--- src/logic/seq_pkg.sv ---
// shared constants and types for the channel sequencer
package seq_pkg;

	// ************************************************
	// register offsets
	// ************************************************
	localparam logic [14:0] STD_MASK_LO_ADDR = 15'h0010;
	localparam logic [14:0] STD_MASK_HI_ADDR = 15'h0011;
	localparam logic [14:0] SETUP_ADDR = 15'h0020;
	localparam logic [14:0] SEQUENCE_CONTROL_REG_ADDR = 15'h0024;
	localparam logic [14:0] TEMP_CTRL_ADDR = 15'h0029;
	localparam logic [14:0] CFG_BASE_ADDR = 15'h0030;
	localparam logic [14:0] CFG_LAST_ADDR = 15'h0037;
	localparam logic [14:0] SLOT_BASE_ADDR = 15'h0100;
	localparam logic [14:0] SLOT_LAST_ADDR = 15'h017F;

	// ************************************************
	// field positions and reset values
	// ************************************************
	localparam int SEQ_STD_EN_BIT = 7;
	localparam int COMMAND_LATENCY_SELECT_BIT = 1;
	localparam int TEMP_EN_BIT = 0;
	localparam logic [7:0] SEQUENCE_CONTROL_REG_RST = 8'h80;
	localparam logic [15:0] STD_MASK_RST = 16'h00FF;
	localparam logic [7:0] SETUP_RST = 8'h00;
	localparam logic [7:0] TEMP_CTRL_RST = 8'h00;
	localparam logic [7:0] CFG_RST = 8'h00;
	localparam logic [2:0] SLOT_RST = 3'h0;

	// ************************************************
	// channel codes, commands, frame counts
	// ************************************************
	localparam logic [3:0] CH_TEMP = 4'h8;
	localparam logic [1:0] CMD_IN_TAG = 2'h2;
	localparam logic [4:0] CMD_TEMP = 5'h0F;
	localparam logic [4:0] INSTR_LAST_BIT = 5'h0F;
	localparam logic [4:0] FRAME_LAST_BIT = 5'h17;
	localparam logic [4:0] READ_SHIFT_FROM = 5'h10;
	localparam logic [2:0] CMD_LATCH_FALL = 3'h5;

	typedef enum {MODE_STD, MODE_ADV, MODE_CMD2, MODE_CMD1} seq_mode_t;

	typedef struct packed {
		logic [1:0] spare;
		logic [1:0] osr;
		logic thresh_en;
		logic hiz_en;
		logic paired;
		logic polarity;
	} input_cfg_t;

endpackage

--- src/logic/adc_channel_sequencer.sv ---
// multiplexer channel sequencer with serial register access
// Function
// mux changes at most once per period, at acquisition start
// mode decoded from enable, slot count and latency select
// standard mode visits enabled inputs ascending, wrapping
// standard mode advances whenever a result is ready
// eight-bit mask, bit one means input in sequence
// temperature enable appends sensor after last enabled input
// reset selects the standard sequencer
// config mode with enable set routes first enabled channel
// standard mode uses input zero config except polarity
// standard mode holds channel until oversampling count done
// advanced mode steps 2 to 128 slots from slot 0, repeating
// each slot names any input, slot n at 0x100 plus n
// temperature appended after last slot, never selectable by slot
// config mode with enable clear routes slot zero input
// advanced mode uses each input's own config and ratio
// advanced oversampling holds slot and busy until done
// paired odd input behaves as its even partner
// each enabled input converted once per pass
// sequencer modes need no host channel data
// command modes steer mux from host 5-bit commands
// command sampled on five rising edges, latched sixth falling
// invalid command is a no-op, channel repeats
// busy high during conversion, low when result ready
// advanced length is slot count field plus one
// entering conversion mode restarts the sequence
`timescale 1ns/100ps
module adc_channel_sequencer
	import seq_pkg::*;
(
	// clock and reset
	input wire logic clk_sys_i,
	input wire logic rst_n_i,
	// serial port pins
	input wire logic spi_cs_n_i,
	input wire logic spi_sck_i,
	input wire logic spi_sdi_i,
	output logic spi_sdo_o,
	output logic spi_sdo_oe_o,
	// conversion start pin and core status
	input wire logic conversion_start_pin_i,
	input wire logic conversion_mode_i,
	input wire logic conv_done_i,
	// to the multiplexer and core
	output logic [3:0] mux_sel_o,
	output input_cfg_t mux_cfg_o,
	output logic general_pin_zero_o,
	output logic [1:0] seq_mode_o
);

	// ************************************************
	// pin synchronisers
	// ************************************************
	logic [3:0] pin_s1_q, pin_s2_q, pin_s3_q, pin_st_q, pin_st_d;
	logic cnv_rise, sck_rise, sck_fall, cs_act;

	// a change counts once the last two stages agree
	always_comb begin
		pin_st_d = (pin_s2_q & ~(pin_s2_q ^ pin_s3_q)) | (pin_st_q & (pin_s2_q ^ pin_s3_q));
	end

	always_ff @(posedge clk_sys_i or negedge rst_n_i) begin
		if (!rst_n_i) begin
			pin_s1_q <= 4'h6;
			pin_s2_q <= 4'h6;
			pin_s3_q <= 4'h6;
			pin_st_q <= 4'h6;
		end else begin
			pin_s1_q <= {conversion_start_pin_i, spi_cs_n_i, spi_sck_i, spi_sdi_i};
			pin_s2_q <= pin_s1_q;
			pin_s3_q <= pin_s2_q;
			pin_st_q <= pin_st_d;
		end
	end

	assign cs_act = ~pin_st_q[2];
	assign cnv_rise = pin_st_d[3] & ~pin_st_q[3];
	assign sck_rise = cs_act & pin_st_d[1] & ~pin_st_q[1];
	assign sck_fall = cs_act & ~pin_st_d[1] & pin_st_q[1];

	// ************************************************
	// registers
	// ************************************************
	logic [7:0] sequence_control_reg_q, setup_q, temp_ctrl_q;
	logic [15:0] std_mask_q;
	input_cfg_t cfg_q [8];
	logic [2:0] slot_q [128];
	logic [23:0] shift_q;
	logic [4:0] bit_cnt_q;
	logic [2:0] fall_cnt_q;
	logic [7:0] rd_q, rd_data;
	logic reading_q, wr_en;
	logic [23:0] word;
	logic [14:0] wr_addr, rd_addr;

	assign word = {shift_q[22:0], pin_st_d[0]};
	assign wr_addr = word[22:8];
	assign rd_addr = word[14:0];
	// writes only in configuration mode, frame bit 23 low
	assign wr_en = sck_rise & ~conversion_mode_i & (bit_cnt_q == FRAME_LAST_BIT) & ~shift_q[22];

	// read-back decode
	always_comb begin
		rd_data = 8'h00;
		if (rd_addr == SEQUENCE_CONTROL_REG_ADDR) begin
			rd_data = sequence_control_reg_q;
		end else if (rd_addr == SETUP_ADDR) begin
			rd_data = setup_q;
		end else if (rd_addr == TEMP_CTRL_ADDR) begin
			rd_data = temp_ctrl_q;
		end else if (rd_addr == STD_MASK_LO_ADDR) begin
			rd_data = std_mask_q[7:0];
		end else if (rd_addr == STD_MASK_HI_ADDR) begin
			rd_data = std_mask_q[15:8];
		end else if (rd_addr >= CFG_BASE_ADDR && rd_addr <= CFG_LAST_ADDR) begin
			rd_data = cfg_q[rd_addr[2:0]];
		end else if (rd_addr >= SLOT_BASE_ADDR && rd_addr <= SLOT_LAST_ADDR) begin
			rd_data = {5'h00, slot_q[rd_addr[6:0]]};
		end
	end

	// register writes; reset selects the standard sequencer
	always_ff @(posedge clk_sys_i or negedge rst_n_i) begin
		if (!rst_n_i) begin
			// standard by default
			sequence_control_reg_q <= SEQUENCE_CONTROL_REG_RST;
			setup_q <= SETUP_RST;
			temp_ctrl_q <= TEMP_CTRL_RST;
			std_mask_q <= STD_MASK_RST;
			for (int i = 0; i < 8; i++) begin
				cfg_q[i] <= CFG_RST;
			end
			for (int i = 0; i < 128; i++) begin
				slot_q[i] <= SLOT_RST;
			end
		end else if (wr_en) begin
			if (wr_addr == SEQUENCE_CONTROL_REG_ADDR) begin
				sequence_control_reg_q <= word[7:0];
			end else if (wr_addr == SETUP_ADDR) begin
				setup_q <= word[7:0];
			end else if (wr_addr == TEMP_CTRL_ADDR) begin
				temp_ctrl_q <= word[7:0];
			end else if (wr_addr == STD_MASK_LO_ADDR) begin
				std_mask_q[7:0] <= word[7:0];
			end else if (wr_addr == STD_MASK_HI_ADDR) begin
				std_mask_q[15:8] <= word[7:0];
			end else if (wr_addr >= CFG_BASE_ADDR && wr_addr <= CFG_LAST_ADDR) begin
				cfg_q[wr_addr[2:0]] <= word[7:0];
			end else if (wr_addr >= SLOT_BASE_ADDR && wr_addr <= SLOT_LAST_ADDR) begin
				// slot n field, any of eight inputs
				slot_q[wr_addr[6:0]] <= word[2:0];
			end
		end
	end

	// ************************************************
	// serial frame shifter
	// ************************************************
	always_ff @(posedge clk_sys_i or negedge rst_n_i) begin
		if (!rst_n_i) begin
			shift_q <= 24'h000000;
			bit_cnt_q <= 5'h00;
			fall_cnt_q <= 3'h0;
			rd_q <= 8'h00;
			reading_q <= 1'b0;
		end else if (!cs_act) begin
			bit_cnt_q <= 5'h00;
			fall_cnt_q <= 3'h0;
			reading_q <= 1'b0;
		end else begin
			if (sck_rise) begin
				shift_q <= word;
				if (bit_cnt_q != 5'h1F) begin
					bit_cnt_q <= bit_cnt_q + 5'h01;
				end
				// instruction done: load read byte, msb first
				if (bit_cnt_q == INSTR_LAST_BIT && word[15] && !conversion_mode_i) begin
					rd_q <= rd_data;
					reading_q <= 1'b1;
				end
			end
			if (sck_fall) begin
				if (fall_cnt_q != 3'h7) begin
					fall_cnt_q <= fall_cnt_q + 3'h1;
				end
				if (bit_cnt_q > READ_SHIFT_FROM) begin
					rd_q <= {rd_q[6:0], 1'b0};
				end
			end
		end
	end

	assign spi_sdo_o = rd_q[7];
	assign spi_sdo_oe_o = cs_act & reading_q;

	// ************************************************
	// decode helpers
	// ************************************************
	// four-way mode selection
	function automatic seq_mode_t decode_mode(input logic [7:0] sc, input logic cyc);
		if (sc[SEQ_STD_EN_BIT]) begin
			return MODE_STD;
		end else if (sc[6:0] != 7'h00 && !cyc) begin
			return MODE_ADV;
		end else if (!cyc) begin
			return MODE_CMD2;
		end else begin
			return MODE_CMD1;
		end
	endfunction

	// lowest enabled input, sensor if none and enabled
	function automatic logic [3:0] first_std(input logic [7:0] m, input logic t);
		first_std = t ? CH_TEMP : 4'h0;
		for (int i = 7; i >= 0; i--) begin
			if (m[i]) begin
				first_std = 4'(i);
			end
		end
	endfunction

	// next enabled input above current, else sensor, else wrap
	function automatic logic [3:0] next_std(input logic [3:0] c, input logic [7:0] m, input logic t);
		next_std = first_std(m, t);
		// sensor after last input
		if (t && c != CH_TEMP) begin
			next_std = CH_TEMP;
		end
		for (int i = 7; i >= 0; i--) begin
			if (m[i] && 4'(i) > c && c != CH_TEMP) begin
				next_std = 4'(i);
			end
		end
	endfunction

	// standard mode borrows input zero settings but own polarity
	function automatic input_cfg_t cfg_of(input logic [3:0] c, input logic std);
		input_cfg_t r;
		r = std ? cfg_q[0] : cfg_q[c[2:0]];
		r.polarity = cfg_q[c[2:0]].polarity;
		if (c == CH_TEMP) begin
			r = cfg_q[0];
			r.osr = 2'h0;
		end
		return r;
	endfunction

	// ************************************************
	// sequencer
	// ************************************************
	seq_mode_t mode;
	logic [3:0] ch_q, ch_d, pend_ch_q, pend_ch_d, first_ch, mux_d;
	logic [6:0] slot_idx_q, slot_idx_d, osr_cnt_q, osr_cnt_d, osr_need;
	logic pend_q, pend_d, busy_q, busy_d, temp_en, is_std, cmd_latch, cmd_ok;
	logic [3:0] cmd_ch;
	input_cfg_t cur_cfg, next_cfg;

	assign mode = decode_mode(sequence_control_reg_q, setup_q[COMMAND_LATENCY_SELECT_BIT]);
	assign is_std = (mode == MODE_STD);
	assign temp_en = temp_ctrl_q[TEMP_EN_BIT];
	assign first_ch = first_std(std_mask_q[7:0], temp_en);
	// process form, so a config write alone re-evaluates the lookup
	always_comb begin
		cur_cfg = cfg_of(ch_q, is_std);
	end
	// ratio from the channel's own config outside standard mode
	assign osr_need = 7'h01 << {cur_cfg.osr, 1'b0};
	// command latched on sixth falling edge
	assign cmd_latch = sck_fall & conversion_mode_i & (fall_cnt_q == CMD_LATCH_FALL);
	// only input or sensor codes are valid
	assign cmd_ok = (shift_q[4:3] == CMD_IN_TAG) || (shift_q[4:0] == CMD_TEMP);
	assign cmd_ch = (shift_q[4:0] == CMD_TEMP) ? CH_TEMP : {1'b0, shift_q[2:0]};

	always_comb begin
		ch_d = ch_q;
		slot_idx_d = slot_idx_q;
		osr_cnt_d = osr_cnt_q;
		busy_d = busy_q;
		pend_d = pend_q;
		pend_ch_d = pend_ch_q;
		if (!conversion_mode_i) begin
			// preselect start channel
			ch_d = is_std ? first_ch : {1'b0, slot_q[0]};
			slot_idx_d = 7'h00;
			osr_cnt_d = 7'h00;
			busy_d = 1'b0;
			pend_d = 1'b0;
		end else begin
			// host command steers the mux
			if (cmd_latch && cmd_ok && mode == MODE_CMD1) begin
				ch_d = cmd_ch;
			end else if (cmd_latch && cmd_ok && mode == MODE_CMD2) begin
				pend_d = 1'b1;
				pend_ch_d = cmd_ch;
			end
			if (conv_done_i) begin
				// hold channel and busy through oversampling
				if (osr_cnt_q + 7'h01 >= osr_need) begin
					osr_cnt_d = 7'h00;
					// busy falls with the result
					busy_d = 1'b0;
					// single step at acquisition start
					case (mode)
						MODE_STD: begin
							// each enabled input once per pass
							ch_d = next_std(ch_q, std_mask_q[7:0], temp_en);
						end
						MODE_ADV: begin
							// slot walk, sensor after last
							if (ch_q == CH_TEMP || (slot_idx_q == sequence_control_reg_q[6:0] && !temp_en)) begin
								slot_idx_d = 7'h00;
								ch_d = {1'b0, slot_q[0]};
							end else if (slot_idx_q == sequence_control_reg_q[6:0]) begin
								ch_d = CH_TEMP;
							end else begin
								slot_idx_d = slot_idx_q + 7'h01;
								ch_d = {1'b0, slot_q[slot_idx_q + 7'h01]};
							end
						end
						MODE_CMD2: begin
							if (pend_q) begin
								ch_d = pend_ch_q;
								pend_d = 1'b0;
							end
						end
						default: begin
							ch_d = ch_q;
						end
					endcase
				end else begin
					osr_cnt_d = osr_cnt_q + 7'h01;
				end
			end
			// a new conversion raises busy
			if (cnv_rise) begin
				busy_d = 1'b1;
			end
		end
	end

	// paired odd input folds onto its even partner
	always_comb begin
		next_cfg = cfg_of(ch_d, is_std);
		mux_d = ch_d;
		if (ch_d != CH_TEMP && ch_d[0] && (is_std ? cfg_q[0].paired : cfg_q[{ch_d[2:1], 1'b0}].paired)) begin
			mux_d = {ch_d[3:1], 1'b0};
		end
	end

	// sequencer state
	always_ff @(posedge clk_sys_i or negedge rst_n_i) begin
		if (!rst_n_i) begin
			ch_q <= 4'h0;
			slot_idx_q <= 7'h00;
			osr_cnt_q <= 7'h00;
			busy_q <= 1'b0;
			pend_q <= 1'b0;
			pend_ch_q <= 4'h0;
		end else begin
			ch_q <= ch_d;
			slot_idx_q <= slot_idx_d;
			osr_cnt_q <= osr_cnt_d;
			busy_q <= busy_d;
			pend_q <= pend_d;
			pend_ch_q <= pend_ch_d;
		end
	end

	// outputs to the core, all from flops
	always_ff @(posedge clk_sys_i or negedge rst_n_i) begin
		if (!rst_n_i) begin
			mux_sel_o <= 4'h0;
			mux_cfg_o <= CFG_RST;
			seq_mode_o <= 2'h0;
		end else begin
			mux_sel_o <= mux_d;
			mux_cfg_o <= next_cfg;
			seq_mode_o <= 2'(mode);
		end
	end

	assign general_pin_zero_o = busy_q;

endmodule

--- config.mk ---
export PLATFORM = sky130hd
export DESIGN_NAME = adc_channel_sequencer
export DESIGN_NICKNAME = d
export VERILOG_FILES = /design/src/logic/seq_pkg.sv /design/src/logic/adc_channel_sequencer.sv
export SDC_FILE = /design/constraint.sdc
export NUM_CORES = 1
export LEC_CHECK = 0
export BUFFER_PORTS_ARGS = -buffer_cell sky130_fd_sc_hd__buf_2
export CAP_MARGIN = 20
export CELL_PAD_IN_SITES_DETAIL_PLACEMENT = 0
export CELL_PAD_IN_SITES_GLOBAL_PLACEMENT = 1
export CORE_ASPECT_RATIO = 0.75
export CORE_MARGIN = 1
export CORE_UTILIZATION = 30
export DETAILED_ROUTE_END_ITERATION = 12
export GPL_TIMING_DRIVEN = 0
export PLACE_DENSITY_LB_ADDON = 0.1
export SYNTH_ARGS = -nofsm -noshare
export SYNTH_HDL_FRONTEND = slang
export SYNTH_SLANG_ARGS = --single-unit
--- constraint.sdc ---
create_clock -name clk_sys_i -period 11.09 [get_ports clk_sys_i]
set_clock_uncertainty 0.1 [all_clocks]
set_input_delay 2.218 -clock clk_sys_i [delete_from_list [all_inputs] [get_ports clk_sys_i]]
set_output_delay 2.218 -clock clk_sys_i [all_outputs]
set_load 0.01 [all_outputs]
==> results.py <==
metrics = {
    "worst_setup_path": {
        "crit_arrival_ns": 7.93,
        "cpMostUsedCell": "clkbuf_1",
        "path_class": "reg -> reg",
        "slowest_stage": "nor4_1",
        "slowest_delay_ns": 0.86,
        "end_kind": "flip-flop",
        "setup.worst_path.start": "mux_sel_o[1]$_DFF_PN0_",
        "required_ns": 11.52,
        "path_cells": "clkbuf_1 -> clkbuf_1 -> mux4_2 -> mux2i_1 -> a21oi_1 -> nand2_1 -> ha_1 -> o21ai_0 -> a211oi_1 -> nor2_1 -> nor4_1 -> nand3_1 -> o21a_1 -> buf_6 -> nor3_1 -> a22oi_1 -> o221a_2",
        "r2r_start": "mux_sel_o[1]$_DFF_PN0_",
        "startpoint_type": "flip-flop",
        "path_max_fanout": 10,
    },
    "layout": {
        "layout-drive-gt1-share": 0.370,
        "nFillCells": 10300,
        "final_util": 0.348,
        "area_growth_pct": 14.0,
        "regArea_um2": 14500,
        "multiInputGateArea_um2": 16200,
        "nets": 2546,
    },
    "cts": {
        "clkTransAtPathRegs_ns": 0.06,
        "cts_buffers": 68,
        "cts_root_buf": "clkbuf_16",
        "max-clock-path-buffers": 3,
        "cts.sinks": 579,
        "cts_setup_buffers": 0,
        "cts_max_level": 3,
        "cts_tree": "done",
        "hold_buffers": 0,
        "clk_latency_ns": 0.66,
        "cts_resized": 0,
    },
    "yosys": {
        "synth_edf_count": 0,
        "synth_area_um2": 31700,
        "yosys.area_share.adder": 0.00608,
        "synth-main-ff-cell": "dfrtp_1",
        "synth_mux_area_frac": 0.359,
        "syn_nets": 2434,
        "synth_top_area_frac": 0.444,
        "yosysWarnings": 0,
        "synth_top_family_by_area": "multiplexers",
        "syn_inst": 2413,
        "ys_seq_elements": 579,
        "synth-compound-area-share": 0.0560,
        "ys_types": 89,
        "seq_area_frac_synth": 0.458,
        "synth_area_leaders": "dfrtp_1 (44%), mux2_2 (16%), mux4_2 (16%), nand2_1 (2.7%), nor2_1 (2.1%)",
        "synth-xor-area-share": 0.00885,
        "syn_avg_cell_area_um2": 13.1,
        "yosys-top-cells-count": "dfrtp_1 (562), mux2_2 (461), mux4_2 (228), nand2_1 (226), nor2_1 (177)",
        "synthSimpleGateAreaFrac": 0.0798,
        "synth_most_common_cell": "dfrtp_1",
        "async_flop_share": 1.00,
        "synth.largest_area_cell": "dfrtp_1",
    },
    "sta": {
        "min_period_over_period": 0.677,
        "slew_headroom": 0.159,
        "period_minus_slack_ns": 7.50,
        "holdWs_ns": 0.245,
        "rsz0062_at_grt": "no",
        "drv_slew": 0,
        "final-hold-violation-count": 0,
        "setup_viol": 0,
        "max_freq_mhz": 133,
        "worst_pin_slew_ns": 1.26,
    },
    "routing": {
        "drc": 0,
        "drtAntennaViolNets": 0,
        "dr_total_vias": 22700,
        "drtIter0Drc": 2197,
        "vias_per_cell": 5.69,
        "wl_mm": 133,
        "wire_per_inst_um": 33.4,
        "firstDrtPassIters": 5,
    },
    "power_and_ir_drop": {
        "power_frac_comb": 0.191,
        "power_mw": 5.47,
        "p_leak_nw": 15.6,
        "clock_power_share": 0.415,
        "peakVddDrop_v": 0.0000940,
        "power_density_nw_per_um2": 151,
        "switching_share": 0.326,
        "p_switching_mw": 1.78,
        "p_seq_frac": 0.394,
        "intPower_mw": 3.69,
    },
    "global_routing": {
        "grt_start_max_net_pins": 117,
        "antenna_found_initial": 13,
        "grt_use_total": 0.250,
        "grt_pass1_wl_mm": 186,
        "grt-ovfl-total": 0,
        "first_global_vias": 23100,
    },
    "run_status": {
        "outcome": "finished, final reports clean",
    },
    "die": {
        "initial_core_util": 0.305,
        "io_pins": 25,
        "num_rows": 102,
        "die_area_um2": 107000,
        "die_h_um": 283,
        "core_region_area_um2": 104000,
        "dieWidth_um": 377,
    },
    "worst_hold_path": {
        "hp-class": "reg -> reg",
        "hold_start": "pin_s1_q[3]$_DFF_PN0_",
    },
    "placed_design": {
        "dpl.hpwl_mm": 97.5,
        "gp_congestion": 0.906,
        "portBuffers": 24,
    },
    "run": {
        "drv_cap": 0,
    },
}
routing by layer:
metal	wire (um)	track usage	up-vias
met5	92	0.00539	-
met4	3490	0.0669	4
met3	13000	0.0827	189
met2	52600	0.330	985
met1	63700	0.382	12200
li1	-	-	9328
final cells by class:
| class | instances | area share |
|---|---|---|
| multi-input cells | 1635 | 0.447 |
| flip-flops and latches | 579 | 0.402 |
| clock buffers | 100 | 0.0549 |
| well taps | 1404 | 0.0487 |
| plain buffers | 174 | 0.0259 |
| repair buffers | 42 | 0.0130 |
| clock inverters | 20 | 0.00523 |
| inverters | 25 | 0.00274 |
| diodes | 3 | 0.000208 |
sequential cells by signal, summed over array words and instances, names as in the netlist, 4 cells and up, named ones only:
name,count
slot_idx_q,7
slot_q,384
pend_ch_q,4
bit_cnt_q,5
osr_cnt_q,7
temp_ctrl_q,8
pin_s1_q,4
pin_s3_q,4
rd_q,8
pin_s2_q,4
cfg_q,64
shift_q,23
std_mask_q,16
mux_cfg_o,8
setup_q,8
sequence_control_reg_q,8
final timing paths:
check / slack (ns) / end / depth (start not counted)
max reg2reg: 3.59 / mux_cfg_o[2]$_DFF_PN0_ / 17
max in group asynchronous: 7.29 / pin_s1_q[2]$_DFF_PN1_ / 4
min: 0.24 / pin_s2_q[3]$_DFF_PN0_ / 0
min reg2reg: 0.24 / pin_s2_q[3]$_DFF_PN0_ / 0
max: 3.59 / mux_cfg_o[2]$_DFF_PN0_ / 17
min in group asynchronous: 1.45 / slot_q[179]$_DFFE_PN0P_ / 1
cell usage in the layout (no fill, tap or decap), types with 6 or more instances in the layout:
| cell type | count |
|---|---|
| a211oi_1 | 10 |
| a21oi_1 | 39 |
| a221oi_1 | 6 |
| a22oi_1 | 11 |
| a31oi_1 | 8 |
| a32oi_1 | 7 |
| and3_1 | 8 |
| buf_1 | 6 |
| buf_16 | 7 |
| buf_2 | 52 |
| buf_4 | 17 |
| buf_6 | 17 |
| buf_8 | 9 |
| clkbuf_1 | 117 |
| clkbuf_16 | 69 |
| clkbuf_8 | 14 |
| clkinv_2 | 13 |
| dfrtp_1 | 562 |
| dfstp_2 | 17 |
| ha_1 | 13 |
| inv_1 | 22 |
| mux2_2 | 461 |
| mux2i_1 | 53 |
| mux4_1 | 19 |
| mux4_2 | 228 |
| nand2_1 | 226 |
| nand2b_1 | 14 |
| nand3_1 | 44 |
| nand3b_1 | 6 |
| nand4_1 | 12 |
| nor2_1 | 177 |
| nor2b_1 | 21 |
| nor3_1 | 21 |
| nor4_1 | 10 |
| o211ai_1 | 18 |
| o21ai_0 | 95 |
| xnor2_1 | 9 |
| xor2_1 | 12 |
logic make-up (layout without fill, tap and decap cells):
| family | Yosys count | after routing |
|---|---|---|
| compound gates | 264 | 264 |
| xor+xnor | 26 | 26 |
| fa+ha+maj | 16 | 16 |
| flops | 579 | 579 |
| simple gates | 567 | 567 |
| mux | 762 | 762 |
| buf+inv | 199 | 361 |
| other cells | 0 | 3 |
worst max-delay path, delay by kind of cell, from the launching register on:
family / cells / cell delay (ns)
multiplexers: 2 / 0.47
AND/OR/NAND/NOR: 5 / 2.45
adder cells (fa/ha/maj): 1 / 0.39
buffers and inverters: 3 / 1.26
flip-flops: 1 / 0.45
AO/OA/AOI/OAI: 6 / 2.24
per-stage QoR:
stage / cells / setup slack, ns / instance area (um2) / TNS, ns
3_5_place_dp: 3858 / 3.75 / 33900 / 0
2_1_floorplan: 2413 / 6.58 / 31700 / 0
4_1_cts: 3978 / 3.72 / 36100 / 0
5_1_grt: 3980 / 3.26 / 36100 / 0
3_3_place_gp: 3841 / -4.97 / 33600 / -2706.14
6_report: 3982 / 3.59 / 36100 / 0
power by group through the flow:
stage	clock (mW)	sequential, mW	combinational, mW
2_1_floorplan	0	2.18	0.444
3_3_place_gp	0	2.19	0.981
3_5_place_dp	0	2.19	1.03
4_1_cts	2.33	2.15	1.03
5_1_grt	2.40	2.15	1.07
6_report	2.27	2.15	1.04
(Power assumes the default switching activity.)
